--- src/pfc_pkg.sv ---
// Constants shared by the packet and frequency configuration bank
// Behaviour
// - Format zero moves RX and TX data through the FIFOs.
// - Format one is synchronous serial, TX data taken from pin zero.
// - Format two transmits PN9 random test data instead of FIFO data.
// - Format two receives exactly as normal FIFO mode.
// - Format three is asynchronous serial, TX in on pin zero, RX out.
// - CRC bit set computes CRC in TX, checks in RX; clear disables.
// - Length mode zero uses fixed length from the packet length register.
// - Length mode one takes length from first byte after sync word.
// - Length mode two gives unbounded packets until mode changes.
// - Address filter matches device address; zero and ones may broadcast.
// - Filter mode zero to three: none, exact, plus zero, plus ones.
// - Packet length is exact fixed length or variable maximum.
// - Channel times spacing is added to the base frequency.
// - In RX the IF word times xtal over 2^10 is subtracted.
// - Signed offset step xtal over 2^14 added before synthesis.
// - Top two carrier word bits are read-only zero.
// - Carrier word is high, middle, low bytes times xtal over 2^16.
package pfc_pkg;
  // Register offsets
  localparam logic [5:0] PFC_OFS_PKTCTRL = 6'h08;
  localparam logic [5:0] PFC_OFS_ADDR = 6'h09;
  localparam logic [5:0] PFC_OFS_CHANNEL_INDEX = 6'h0a;
  localparam logic [5:0] PFC_OFS_IF = 6'h0b;
  localparam logic [5:0] PFC_OFS_OFFSET = 6'h0c;
  localparam logic [5:0] PFC_OFS_CARRIER_WORD_HI = 6'h0d;
  localparam logic [5:0] PFC_OFS_CARRIER_WORD_MID = 6'h0e;
  localparam logic [5:0] PFC_OFS_CARRIER_WORD_LO = 6'h0f;
  // Values after reset
  localparam logic [7:0] PFC_RST_PKTCTRL = 8'h45;
  localparam logic [7:0] PFC_RST_ADDR = 8'h00;
  localparam logic [7:0] PFC_RST_CHANNEL_INDEX = 8'h00;
  localparam logic [7:0] PFC_RST_IF = 8'h0f;
  localparam logic [7:0] PFC_RST_OFFSET = 8'h00;
  localparam logic [7:0] PFC_RST_CARRIER_WORD_HI = 8'h1e;
  localparam logic [7:0] PFC_RST_CARRIER_WORD_MID = 8'hc4;
  localparam logic [7:0] PFC_RST_CARRIER_WORD_LO = 8'hec;
  // Field positions and writable masks
  localparam int PFC_BIT_WHITE = 6;
  localparam int PFC_BIT_FMT_LO = 4;
  localparam int PFC_BIT_CRC = 2;
  localparam int PFC_BIT_LEN_LO = 0;
  localparam logic [7:0] PFC_MASK_PKTCTRL = 8'h77;
  localparam logic [7:0] PFC_MASK_IF = 8'h1f;
  localparam logic [7:0] PFC_MASK_CARRIER_WORD_HI = 8'h3f;
  // Header byte layout
  localparam int PFC_HDR_READ = 7;
  localparam int PFC_HDR_BURST = 6;
  // Frequency scaling, in units of xtal over 2^16
  localparam int PFC_IF_SHIFT = 6;
  localparam int PFC_OFF_SHIFT = 2;
  // Broadcast addresses
  localparam logic [7:0] PFC_BCAST_ZERO = 8'h00;
  localparam logic [7:0] PFC_BCAST_ONES = 8'hff;
  // PN9 seed
  localparam logic [8:0] PFC_PN9_SEED = 9'h1ff;

  typedef enum logic [1:0] {
    PFC_FMT_FIFO = 2'b00,
    PFC_FMT_SYNC = 2'b01,
    PFC_FMT_RAND = 2'b10,
    PFC_FMT_ASYNC = 2'b11
  } pfc_fmt_e;

  typedef enum logic [1:0] {
    PFC_LEN_FIXED = 2'b00,
    PFC_LEN_VAR = 2'b01,
    PFC_LEN_INF = 2'b10,
    PFC_LEN_RSVD = 2'b11
  } pfc_len_e;

  typedef enum logic [1:0] {
    PFC_SPI_HDR = 2'b00,
    PFC_SPI_DATA = 2'b01
  } pfc_spi_e;
endpackage

--- src/pfc_top.sv ---
// Packet and frequency configuration bank behind the SPI port
`timescale 1ns/100ps
`default_nettype none
module pfc_top
  import pfc_pkg::*;
#(
  parameter int SPACING_W = 16
) (
  // Clock and reset
  input wire logic clk,
  input wire logic rst_n,
  // SPI pins
  input wire logic spi_sclk,
  input wire logic spi_csn,
  input wire logic spi_mosi,
  output logic spi_miso,
  output logic spi_miso_oe,
  // Configurable digital pin zero
  input wire logic config_pin_zero_in,
  output logic config_pin_zero_out,
  output logic config_pin_zero_oe,
  // Settings from neighbouring registers
  input wire logic [7:0] packet_length_register,
  input wire logic [1:0] address_filter_mode,
  input wire logic [SPACING_W-1:0] channel_spacing,
  // Transmit bit path
  input wire logic tx_start,
  input wire logic tx_bit_strobe,
  input wire logic tx_fifo_bit,
  output logic tx_bit_out,
  // Receive bit path
  input wire logic rx_start,
  input wire logic rx_bit_strobe,
  input wire logic rx_line_bit,
  output logic rx_fifo_bit,
  // Packet handling
  input wire logic rx_addr_valid,
  input wire logic [7:0] rx_addr_byte,
  input wire logic rx_len_valid,
  input wire logic [7:0] rx_len_byte,
  output logic addr_accept,
  output logic addr_reject,
  output logic len_too_long,
  output logic [7:0] packet_len_limit,
  output logic len_unbounded,
  output logic crc_enable,
  output logic use_fifo,
  // Synthesizer words, units of xtal over 2^16; IF word in xtal over 2^10, offset in xtal over 2^14
  output logic [23:0] carrier_word,
  output logic [4:0] intermediate_carrier_word_word,
  output logic [7:0] signed_carrier_word_offset,
  output logic [27:0] tx_synth_word,
  output logic [27:0] rx_synth_word
);

  // Registers
  logic [7:0] pktctrl_r, filt_addr_r, channel_index_r, if_r;
  logic [7:0] offset_r, carrier_word_hi_r, carrier_word_mid_r, carrier_word_lo_r;

  // Field views
  logic whitening_enable;
  pfc_fmt_e packet_format_select;
  pfc_len_e length_mode;
  logic [7:0] channel_index;

  assign whitening_enable = pktctrl_r[PFC_BIT_WHITE];
  assign packet_format_select = pfc_fmt_e'(pktctrl_r[PFC_BIT_FMT_LO +: 2]);
  assign length_mode = pfc_len_e'(pktctrl_r[PFC_BIT_LEN_LO +: 2]);
  assign channel_index = channel_index_r;

  // Pin synchronisers, two flops each before any use
  logic [3:0] sync1_r;
  logic [3:0] sync2_r;
  logic sclk_d_r;
  logic sclk_s, csn_s, mosi_s, pin0_s;

  // Select parks high in reset so no frame starts early
  always_ff @(posedge clk) begin
    if (!rst_n) begin
      sync1_r <= 4'b0010;
      sync2_r <= 4'b0010;
      sclk_d_r <= 1'b0;
    end else begin
      sync1_r <= {config_pin_zero_in, spi_mosi, spi_csn, spi_sclk};
      sync2_r <= sync1_r;
      sclk_d_r <= sync2_r[0];
    end
  end

  assign sclk_s = sync2_r[0];
  assign csn_s = sync2_r[1];
  assign mosi_s = sync2_r[2];
  assign pin0_s = sync2_r[3];

  logic sclk_rise, sclk_fall;
  assign sclk_rise = sclk_s & ~sclk_d_r & ~csn_s;
  assign sclk_fall = ~sclk_s & sclk_d_r & ~csn_s;

  // Read decode, also used to load the shift register for bursts
  function automatic logic [7:0] rd_reg(input logic [5:0] a,
      input logic [7:0] p, input logic [7:0] ad, input logic [7:0] ch,
      input logic [7:0] fi, input logic [7:0] fo, input logic [7:0] fh,
      input logic [7:0] fm, input logic [7:0] fl);
    logic [7:0] v;
    v = 8'h00;
    unique case (a)
      PFC_OFS_PKTCTRL: v = p & PFC_MASK_PKTCTRL;
      PFC_OFS_ADDR: v = ad;
      PFC_OFS_CHANNEL_INDEX: v = ch;
      PFC_OFS_IF: v = fi & PFC_MASK_IF;
      PFC_OFS_OFFSET: v = fo;
      PFC_OFS_CARRIER_WORD_HI: v = fh & PFC_MASK_CARRIER_WORD_HI;
      PFC_OFS_CARRIER_WORD_MID: v = fm;
      PFC_OFS_CARRIER_WORD_LO: v = fl;
      default: v = 8'h00;
    endcase
    return v;
  endfunction

  // SPI framing: header byte, then data bytes, burst steps the address
  pfc_spi_e spi_state_r;
  logic [2:0] bit_cnt_r;
  logic [7:0] shift_in_r, shift_out_r;
  logic [5:0] addr_r;
  logic rd_r, burst_r, byte_done;
  logic [7:0] byte_in;
  logic wr_stb;
  logic [7:0] rd_data;
  logic [5:0] next_addr;

  assign byte_in = {shift_in_r[6:0], mosi_s};
  assign byte_done = sclk_rise && (bit_cnt_r == 3'd7);
  assign wr_stb = byte_done && (spi_state_r == PFC_SPI_DATA) && !rd_r;
  assign next_addr = (spi_state_r == PFC_SPI_HDR) ? byte_in[5:0] :
      (burst_r ? addr_r + 6'd1 : addr_r);
  assign rd_data = rd_reg(next_addr, pktctrl_r, filt_addr_r, channel_index_r,
      if_r, offset_r, carrier_word_hi_r, carrier_word_mid_r, carrier_word_lo_r);

  // Frame tracking; a raised chip select always restarts at the header
  always_ff @(posedge clk) begin
    if (!rst_n || csn_s) begin
      spi_state_r <= PFC_SPI_HDR;
      bit_cnt_r <= 3'd0;
      shift_in_r <= 8'h00;
      addr_r <= 6'h00;
      rd_r <= 1'b0;
      burst_r <= 1'b0;
    end else if (sclk_rise) begin
      bit_cnt_r <= bit_cnt_r + 3'd1;
      shift_in_r <= byte_in;
      if (byte_done) begin
        if (spi_state_r == PFC_SPI_HDR) begin
          rd_r <= byte_in[PFC_HDR_READ];
          burst_r <= byte_in[PFC_HDR_BURST];
          addr_r <= byte_in[5:0];
          spi_state_r <= PFC_SPI_DATA;
        end else if (burst_r) begin
          addr_r <= next_addr;
        end
      end
    end
  end

  // Output shift on falling edges; read data loaded at byte boundary
  always_ff @(posedge clk) begin
    if (!rst_n || csn_s) begin
      shift_out_r <= 8'h00;
    end else if (byte_done) begin
      shift_out_r <= rd_data;
    end else if (sclk_fall && bit_cnt_r != 3'd0) begin
      shift_out_r <= {shift_out_r[6:0], 1'b0};
    end
  end

  // Pin only driven while selected, so several slaves can share it
  always_ff @(posedge clk) begin
    if (!rst_n) begin
      spi_miso <= 1'b0;
      spi_miso_oe <= 1'b0;
    end else begin
      spi_miso <= shift_out_r[7];
      spi_miso_oe <= ~csn_s;
    end
  end

  // Register writes; read-only bits are masked off on the way in
  always_ff @(posedge clk) begin
    if (!rst_n) begin
      pktctrl_r <= PFC_RST_PKTCTRL;
      filt_addr_r <= PFC_RST_ADDR;
      channel_index_r <= PFC_RST_CHANNEL_INDEX;
      if_r <= PFC_RST_IF;
      offset_r <= PFC_RST_OFFSET;
      carrier_word_hi_r <= PFC_RST_CARRIER_WORD_HI;
      carrier_word_mid_r <= PFC_RST_CARRIER_WORD_MID;
      carrier_word_lo_r <= PFC_RST_CARRIER_WORD_LO;
    end else if (wr_stb) begin
      unique case (addr_r) // Burst steps only after the write
        PFC_OFS_PKTCTRL: pktctrl_r <= byte_in & PFC_MASK_PKTCTRL;
        PFC_OFS_ADDR: filt_addr_r <= byte_in;
        PFC_OFS_CHANNEL_INDEX: channel_index_r <= byte_in;
        PFC_OFS_IF: if_r <= byte_in & PFC_MASK_IF;
        PFC_OFS_OFFSET: offset_r <= byte_in;
        PFC_OFS_CARRIER_WORD_HI: carrier_word_hi_r <= byte_in & PFC_MASK_CARRIER_WORD_HI;
        PFC_OFS_CARRIER_WORD_MID: carrier_word_mid_r <= byte_in;
        PFC_OFS_CARRIER_WORD_LO: carrier_word_lo_r <= byte_in;
        default: ;
      endcase
    end
  end

  // Frequency words; sign extension keeps negative offsets honest
  logic [23:0] carrier_nxt;
  logic [27:0] channel_index_term, off_term, if_term, base_sum;
  logic [SPACING_W+7:0] channel_index_prod;

  assign carrier_nxt = {carrier_word_hi_r, carrier_word_mid_r, carrier_word_lo_r};
  assign channel_index_prod = channel_index * channel_spacing;
  assign channel_index_term = 28'(channel_index_prod);
  assign off_term = 28'({{20{offset_r[7]}}, offset_r} <<
      PFC_OFF_SHIFT);
  assign if_term = 28'({23'h00_0000, if_r[4:0]} << PFC_IF_SHIFT);
  assign base_sum = {4'h0, carrier_nxt} + channel_index_term + off_term;

  always_ff @(posedge clk) begin
    if (!rst_n) begin
      carrier_word <= 24'h00_0000;
      intermediate_carrier_word_word <= 5'h00;
      signed_carrier_word_offset <= 8'h00;
      tx_synth_word <= 28'h000_0000;
      rx_synth_word <= 28'h000_0000;
    end else begin
      carrier_word <= carrier_nxt;
      intermediate_carrier_word_word <= if_r[4:0];
      signed_carrier_word_offset <= offset_r;
      tx_synth_word <= base_sum;
      rx_synth_word <= base_sum - if_term;
    end
  end

  // PN9 step, x^9 + x^5 + 1, shared by whitening and the test source
  function automatic logic [8:0] pn9_step(input logic [8:0] s);
    return {s[0] ^ s[5], s[8:1]};
  endfunction

  logic [8:0] tx_pn9_r;
  logic [8:0] rx_pn9_r;

  // Sequences restart per packet so both ends stay aligned
  always_ff @(posedge clk) begin
    if (!rst_n || tx_start) begin
      tx_pn9_r <= PFC_PN9_SEED;
    end else if (tx_bit_strobe) begin
      tx_pn9_r <= pn9_step(tx_pn9_r);
    end
  end

  always_ff @(posedge clk) begin
    if (!rst_n || rx_start) begin
      rx_pn9_r <= PFC_PN9_SEED;
    end else if (rx_bit_strobe) begin
      rx_pn9_r <= pn9_step(rx_pn9_r);
    end
  end

  // Transmit source by format
  logic tx_src;
  always_comb begin
    unique case (packet_format_select)
      PFC_FMT_FIFO: tx_src = tx_fifo_bit ^
          (whitening_enable & tx_pn9_r[0]);
      PFC_FMT_SYNC: tx_src = pin0_s;
      PFC_FMT_RAND: tx_src = tx_pn9_r[0];
      PFC_FMT_ASYNC: tx_src = pin0_s;
    endcase
  end

  always_ff @(posedge clk) begin
    if (!rst_n) begin
      tx_bit_out <= 1'b0;
    end else if (tx_bit_strobe) begin
      tx_bit_out <= tx_src;
    end
  end

  // Receive: random test format receives as the FIFO format does
  logic rx_fifo_path;
  assign rx_fifo_path = (packet_format_select == PFC_FMT_FIFO) ||
      (packet_format_select == PFC_FMT_RAND);

  always_ff @(posedge clk) begin
    if (!rst_n) begin
      rx_fifo_bit <= 1'b0;
    end else if (rx_bit_strobe && rx_fifo_path) begin
      rx_fifo_bit <= rx_line_bit ^ (whitening_enable & rx_pn9_r[0]);
    end
  end

  // Pin zero carries raw received data only in asynchronous format
  always_ff @(posedge clk) begin
    if (!rst_n) begin
      config_pin_zero_out <= 1'b0;
      config_pin_zero_oe <= 1'b0;
    end else begin
      config_pin_zero_out <= rx_line_bit;
      config_pin_zero_oe <= (packet_format_select == PFC_FMT_ASYNC);
    end
  end

  // Address filter, one verdict pulse per address byte
  logic addr_ok;
  always_comb begin
    unique case (address_filter_mode)
      2'b00: addr_ok = 1'b1;
      2'b01: addr_ok = (rx_addr_byte == filt_addr_r);
      2'b10: addr_ok = (rx_addr_byte == filt_addr_r) ||
          (rx_addr_byte == PFC_BCAST_ZERO);
      2'b11: addr_ok = (rx_addr_byte == filt_addr_r) ||
          (rx_addr_byte == PFC_BCAST_ZERO) ||
          (rx_addr_byte == PFC_BCAST_ONES);
    endcase
  end

  always_ff @(posedge clk) begin
    if (!rst_n) begin
      addr_accept <= 1'b0;
      addr_reject <= 1'b0;
    end else begin
      addr_accept <= rx_addr_valid & addr_ok;
      addr_reject <= rx_addr_valid & ~addr_ok;
    end
  end

  // Length handling; the reserved code falls back to fixed length
  always_ff @(posedge clk) begin
    if (!rst_n) begin
      packet_len_limit <= 8'h00;
      len_unbounded <= 1'b0;
      len_too_long <= 1'b0;
    end else begin
      len_unbounded <= (length_mode == PFC_LEN_INF);
      len_too_long <= 1'b0;
      unique case (length_mode)
        PFC_LEN_VAR: begin
          if (rx_len_valid) begin
            packet_len_limit <= rx_len_byte;
            len_too_long <= rx_len_byte > packet_length_register;
          end
        end
        PFC_LEN_INF: packet_len_limit <= packet_length_register;
        PFC_LEN_FIXED, PFC_LEN_RSVD: begin
          packet_len_limit <= packet_length_register;
        end
      endcase
    end
  end

  // Static mode flags
  always_ff @(posedge clk) begin
    if (!rst_n) begin
      crc_enable <= 1'b0;
      use_fifo <= 1'b0;
    end else begin
      crc_enable <= pktctrl_r[PFC_BIT_CRC];
      use_fifo <= rx_fifo_path;
    end
  end

endmodule
`default_nettype wire

--- config.mk ---
export PLATFORM = sky130hd
export DESIGN_NAME = pfc_top
export DESIGN_NICKNAME = d
export VERILOG_FILES = /design/src/pfc_pkg.sv /design/src/pfc_top.sv
export SDC_FILE = /design/constraint.sdc
export NUM_CORES = 1
export LEC_CHECK = 0
export ABC_AREA = 1
export BUFFER_PORTS_ARGS = -buffer_cell sky130_fd_sc_hd__buf_4
export CAP_MARGIN = 20
export CELL_PAD_IN_SITES_DETAIL_PLACEMENT = 0
export CELL_PAD_IN_SITES_GLOBAL_PLACEMENT = 1
export CORE_ASPECT_RATIO = 0.9
export CORE_MARGIN = 5
export CORE_UTILIZATION = 41
export CTS_BUF_LIST = sky130_fd_sc_hd__clkbuf_8
export CTS_CLUSTER_DIAMETER = 60
export DETAILED_ROUTE_END_ITERATION = 10
export PLACE_DENSITY_LB_ADDON = 0.1
export SLEW_MARGIN = 30
export SYNTH_ARGS = -nofsm -noshare
export SYNTH_HDL_FRONTEND = slang
export SYNTH_SLANG_ARGS = --single-unit
--- constraint.sdc ---
create_clock -name clk -period 19.4 [get_ports clk]
set_input_delay 0.97 -clock clk [delete_from_list [all_inputs] [get_ports clk]]
set_output_delay 0.97 -clock clk [all_outputs]
set_load 0.01 [all_outputs]
Word-level counts from Yosys, hierarchy flattened
Index checks and enable logic that the tools add are counted.
{"block": "totals", "wordCells": 135, "latch_bits": 0, "mem_bits_ro": 0, "memories": 0, "mem_bits_rw": 0, "reg_bits": 221, "inputBits": 56}
{"block": "classes", "bitwise": 16, "muxes": 11, "add_sub_neg": 5, "multipliers": 1, "div_mod_pow": 0, "n_reduce_logical": 34, "n_eq_ne": 29, "shifts": 0, "n_lt_le_gt_ge": 1}
{"op": "equality test 6 x 4 -> 1 bit, second input constant", "n": 16}
{"op": "case mux 8 bit (8 select lines)", "n": 1}
{"op": "subtractor 27 x 12 -> 28 bit", "n": 1}
{"op": "adder 26 x 10 -> 27 bit", "n": 1}
{"op": "adder 22 x 24 -> 25 bit", "n": 1}
{"op": "multiplier 8 x 16 -> 24 bit", "n": 1}
{"op": "2-to-1 mux 6 bit", "n": 4}
{"op": "2-to-1 mux 8 bit", "n": 3}
{"op": "case mux 8 bit (2 select lines)", "n": 1}
{"op": "AND reduction 2 bit", "n": 8}
{"op": "equality test 2 bit, second input constant", "n": 6}
{"op": "AND reduction 3 bit", "n": 3}
{"op": "bitwise AND 1 bit", "n": 8}
{"op": "equality test 8 bit", "n": 1}
{"op": "equality test 8 bit, second input constant", "n": 1}
{"op": "> comparator 8 bit", "n": 1}
{"op": "logical NOT 2 bit", "n": 4}
{"op": "logical NOT 8 bit", "n": 1}
{"op": "adder 6 x 1 -> 6 bit, second input constant", "n": 1}
{"op": "equality test 2 x 1 -> 1 bit, second input constant", "n": 3}
{"op": "logical OR 1 bit", "n": 6}
{"op": "logical AND 1 bit", "n": 5}
{"op": "NOT 1 bit", "n": 4}
{"op": "case mux 1 bit (4 select lines)", "n": 1}
{"op": "other kinds (10)", "n": 15}

Depth between registers and ports, before layout
{"block": "logic_depth", "depth_word": 7, "depth_mapped": 38, "ltp_nobuf": 37}

Worst setup path after synthesis
Ideal clock, no wire load.
{"block": "synth_path", "kind": "input port to flip-flop", "startpoint": "input channel_spacing[6]", "endpoint": "register rx_synth_word[23]", "required_ns": 19.284, "cell_stages": 32, "n_path_buf": 1, "arrival_ns": 6.675, "slack_ns": 12.609, "cell_sequence": "buf_1 nand2_1 fa_1 inv_1 fa_1 inv_1 fa_1 fa_1 inv_1 ha_1 a21o_1 a31oi_1 o21ai_0 xnor2_1 inv_1 ha_1 nand2_2 nor2_2 nand3_1 nand2_2 xor2_1 ha_1 a21oi_1 o21ai_0 a21oi_1 nand3_1 nor2_1 nand2_2 nor2_4 nand2_1 o21ai_1 nand2_1"}
{"block": "synth_via", "elab_chain_cells": 4}
{"element": "from (decl)", "line": "pfc_top.sv:25", "text": "input wire logic [SPACING_W-1:0] channel_spacing,"}
{"element": "multiplier 8 x 16 -> 24 bit", "line": "pfc_top.sv:218", "text": "assign channel_index_prod = channel_index * channel_spacing;"}
{"element": "adder 22 x 24 -> 25 bit", "line": "pfc_top.sv:223", "text": "assign base_sum = {4'h0, carrier_nxt} + channel_index_term + off_term;"}
{"element": "adder 26 x 10 -> 27 bit", "line": "pfc_top.sv:223"}
{"element": "net base_sum[10]", "line": "pfc_top.sv:214", "text": "logic [27:0] channel_index_term, off_term, if_term, base_sum;"}
{"element": "subtractor 27 x 12 -> 28 bit", "line": "pfc_top.sv:237", "text": "rx_synth_word <= base_sum - if_term;"}
{"element": "to (signal assigned)", "line": "pfc_top.sv:237"}
{"element": "to (decl)", "line": "pfc_top.sv:53", "text": "output logic [27:0] rx_synth_word"}
The timed path passes the listed nets, and every way through them passes these cells.
A chain may end at the register's enable or synchronous reset.

Worst setup path after layout
{"block": "layout_path", "startpoint": "register channel_index_r[0], in the netlist channel_index[0]", "endpoint": "register rx_synth_word[27]"}
{"block": "layout_via", "elab_chain_cells": 4}
{"element": "from (decl)", "line": "pfc_top.sv:57", "text": "logic [7:0] pktctrl_r, filt_addr_r, channel_index_r, if_r;"}
{"element": "from (signal assigned)", "line": "pfc_top.sv:201", "text": "PFC_OFS_CHANNEL_INDEX: channel_index_r <= byte_in;"}
{"element": "multiplier 8 x 16 -> 24 bit", "line": "pfc_top.sv:218"}
{"element": "adder 22 x 24 -> 25 bit", "line": "pfc_top.sv:223"}
{"element": "adder 26 x 10 -> 27 bit", "line": "pfc_top.sv:223"}
{"element": "net base_sum[10]", "line": "pfc_top.sv:214"}
{"element": "subtractor 27 x 12 -> 28 bit", "line": "pfc_top.sv:237"}
The timed path passes the listed nets, and every way through them passes these cells.

==> out/metrics.yaml <==
outcome:
  outcome: "finished clean"
critical_path:
  worstPathMaxFanout: 18
  cpMaxStageDelayCell: "dfxtp_1"
  cp-end-kind: "flop"
  reg2reg_depth: 32
  cp.required_ns: 19.85
  cp-start-kind: "flop"
  critPathArrivalTime_ns: 7.77
  worst-path-stages: 32
  timing.rr.start: "channel_index[0]$_SDFFE_PN0P_"
  critPathMaxStageDelay_ns: 0.78
  critPathBufInv: 4
  cp_top_family: "adder cells"
  reg2reg_slack_ns: 12.08
  critPathKind: "flop to flop"
  regToRegEndpoint: "rx_synth_word[27]$_SDFF_PN0_"
logic_synthesis:
  yosysTopAreaCellShare_pct: 27.5
  yosysTopAreaCell: "dfxtp_1"
  synthFlopType: "dfxtp_1"
  synthTopCellsByArea: "dfxtp_1 (28%), fa_1 (14%), nand2_1 (13%), inv_1 (11%), ha_1 (7.3%)"
  post-synth-top-count-cell: "nand2_1"
  ys_seq_elements: 215
  syn_area_sq_um: 15600
  yosys.cell_types.count: 51
  synth_common_cells: "nand2_1 (557), inv_1 (474), dfxtp_1 (215)"
  yosysWarnings: 0
  syn_avg_cell_area_sq_um: 7.02
  syn-instance-count: 2228
  synth_edf_count: 0
  synth-async-reset-ratio_pct: 0
  seq_area_frac_synth_pct: 27.5
detailed_routing:
  first_iter_violations: 798
  firstDrtPassIters: 5
  ant_nets: 0
  routedWlPerCell_microns: 16.4
  num_vias: 14111
  routed_via_density: 4.93
  wirelength_microns: 46800
  drc: 0
floorplan:
  rows: 67
  dieArea_sq_um: 42200
  die_h_microns: 195
  core_sq_um: 37500
  fp.dieW_microns: 216
  num_io_pins: 169
  start_util_pct: 41.8
cells_and_area:
  diodes: 0
  nFillCells: 3895
  layout-drive-gt1-share_pct: 12.2
  nets: 2612
  area_growth_pct: 14.2
global_route:
  grt_antenna_before_repair: 0
  overflow: 0
  grtUsageMet3_pct: 2.76
  grtUsageMet2_pct: 38.2
  grt_max_degree: 56
  grt_usage_pct: 22.3
  grt_pass1_wl_microns: 76600
  met1_usage_pct: 30.6
  grt_pass1_vias: 14128
  grt-busiest-layer: "met2"
worst_hold_path:
  holdPathEnd: "sync2_r[3]$_SDFF_PN0_"
  hp-start: "sync1_r[3]$_SDFF_PN0_"
  whs_path_depth: 2
  hold_path.class: "flop to flop"
sta:
  max_freq_mhz: 137
  tns_ns: 0
  rsz0062_at_grt: "no"
  skew_ns: 0.0220
  relSlewSlack_pct: 41.3
  setup_viol: 0
  worstMarginPinSlew_ns: 0.879
  period_needed_ns: 7.32
  hold_viol: 0
  drv_slew: 0
  finalCritPeriodShare_pct: 37.7
cts:
  cts_made_buffers: 38
  cts_setup_buffers: 0
  cts_resized: 0
  cts.sinks: 215
  clk_pin_slew_worst_paths_ns: 0.06
  cts.path.max_buffers: 3
  clk_latency_ns: 0.53
  ctsHoldBuffers: 0
  ctsRootBufferMaster: "clkbuf_8"
  cts-htree-levels: 2
  cts_tree: "yes"
run:
  maxCapViolations: 0
placed_design:
  hpwl_microns: 37200
  gp_congestion: 0.880
  io_buffers: 166
power:
  powerDensity_nw_per_um2: 51.0
  power_w: 0.000912
  p_leak_nw: 10.2
  vdd_drop_max_uv: 35.7
## layout make-up
type	count	area (sq um)	share of cell area, %
clock inverter	14	83.8	0.469
sequential	215	4300	24.1
tap	483	604	3.38
inverter	481	1810	10.1
multi-input combinational	1450	9150	51.2
timing repair buffer	171	1280	7.18
clock buffer	46	633	3.54
## cell usage in the layout, fill, tap and decap left out, types with 3 or more instances in the layout
master / n
or2_2: 8
inv_2: 6
a21oi_1: 98
xor2_1: 14
dfxtp_1: 215
and2_1: 3
o21ai_1: 10
xnor2_1: 15
o21ai_0: 91
nand2_2: 15
nor2_1: 163
nand3b_1: 3
nor2_2: 18
nand4_1: 20
inv_1: 485
buf_4: 171
or2_1: 3
clkbuf_8: 46
nor3_1: 8
nand3_1: 136
o21bai_1: 4
nor4_1: 6
a211oi_1: 22
nand2_1: 557
a21o_1: 4
nand3_2: 8
nor4_2: 4
o211ai_1: 10
a22oi_1: 5
fa_1: 108
ha_1: 91
a31oi_1: 6
nor2_4: 4
## registers in the layout (all words and copies together), names as in the netlist, 6 cells and up
register	count
tx_synth_word	27
carrier_word	22
rx_synth_word	22
rx_pn9_r	9
tx_pn9_r	9
carrier_word_lo_r	8
carrier_word_mid_r	8
channel_index	8
filt_addr_r	8
offset_r	8
packet_len_limit	8
shift_out_r	8
signed_carrier_word_offset	8
shift_in_r	7
addr_r	6
carrier_word_hi_r	6
pktctrl_r	6
## routing by layer
layer / up-vias / wire length, microns
li1: 7057 / -
met1: 6686 / 21900
met2: 315 / 22100
met3: 53 / 2110
met4: 0 / 723
met5: - / 0
## cells by family after synthesis
family	synth area share [%]
AND/OR/NAND/NOR	26.5
buffers and inverters	14.0
AO/OA/AOI/OAI	9.26
flip-flops	27.5
adder cells (fa/ha/maj)	21.1
XOR/XNOR	1.62
other	0.0240
## power breakdown
part           internal [W]  switching, W  total (W)
registers          0.000450    0.00000380   0.000454
clock network      0.000225      0.000180   0.000405
logic             0.0000222     0.0000314  0.0000537
total              0.000697      0.000215   0.000912
## stage by stage
stage	hold slack, ns	std cells	area [sq um]	utilization, %	setup WS, ns
floorplan	0.390	2229	15700	-	12.61
global placement	0.411	2800	17200	45.8	12.16
detailed placement	0.396	2800	17200	45.8	11.93
CTS	0.425	2860	17900	47.7	12.13
global route	0.429	2860	17900	47.7	11.54
finish	0.426	2860	17900	47.7	12.08
## worst min-delay path, cell delays in order (launching register included)
cell     delay, ns
dfxtp_1       0.30
nand2_1       0.05
inv_1         0.04
## how the worst max path moves through the flow
| stage | start | to | slack [ns] |
|---|---|---|---|
| 2_1_floorplan | channel_spacing[6] | rx_synth_word[23]$_SDFF_PN0_ | 12.61 |
| 3_3_place_gp | channel_spacing[6] | rx_synth_word[23]$_SDFF_PN0_ | 12.16 |
| 3_5_place_dp | channel_spacing[6] | rx_synth_word[27]$_SDFF_PN0_ | 11.93 |
| 4_1_cts | channel_index[0]$_SDFFE_PN0P_ | rx_synth_word[27]$_SDFF_PN0_ | 12.13 |
| 5_1_grt | channel_index[0]$_SDFFE_PN0P_ | rx_synth_word[27]$_SDFF_PN0_ | 11.54 |
| 6_report | channel_index[0]$_SDFFE_PN0P_ | rx_synth_word[27]$_SDFF_PN0_ | 12.08 |
Note: power is estimated with default switching activity, not from simulation.
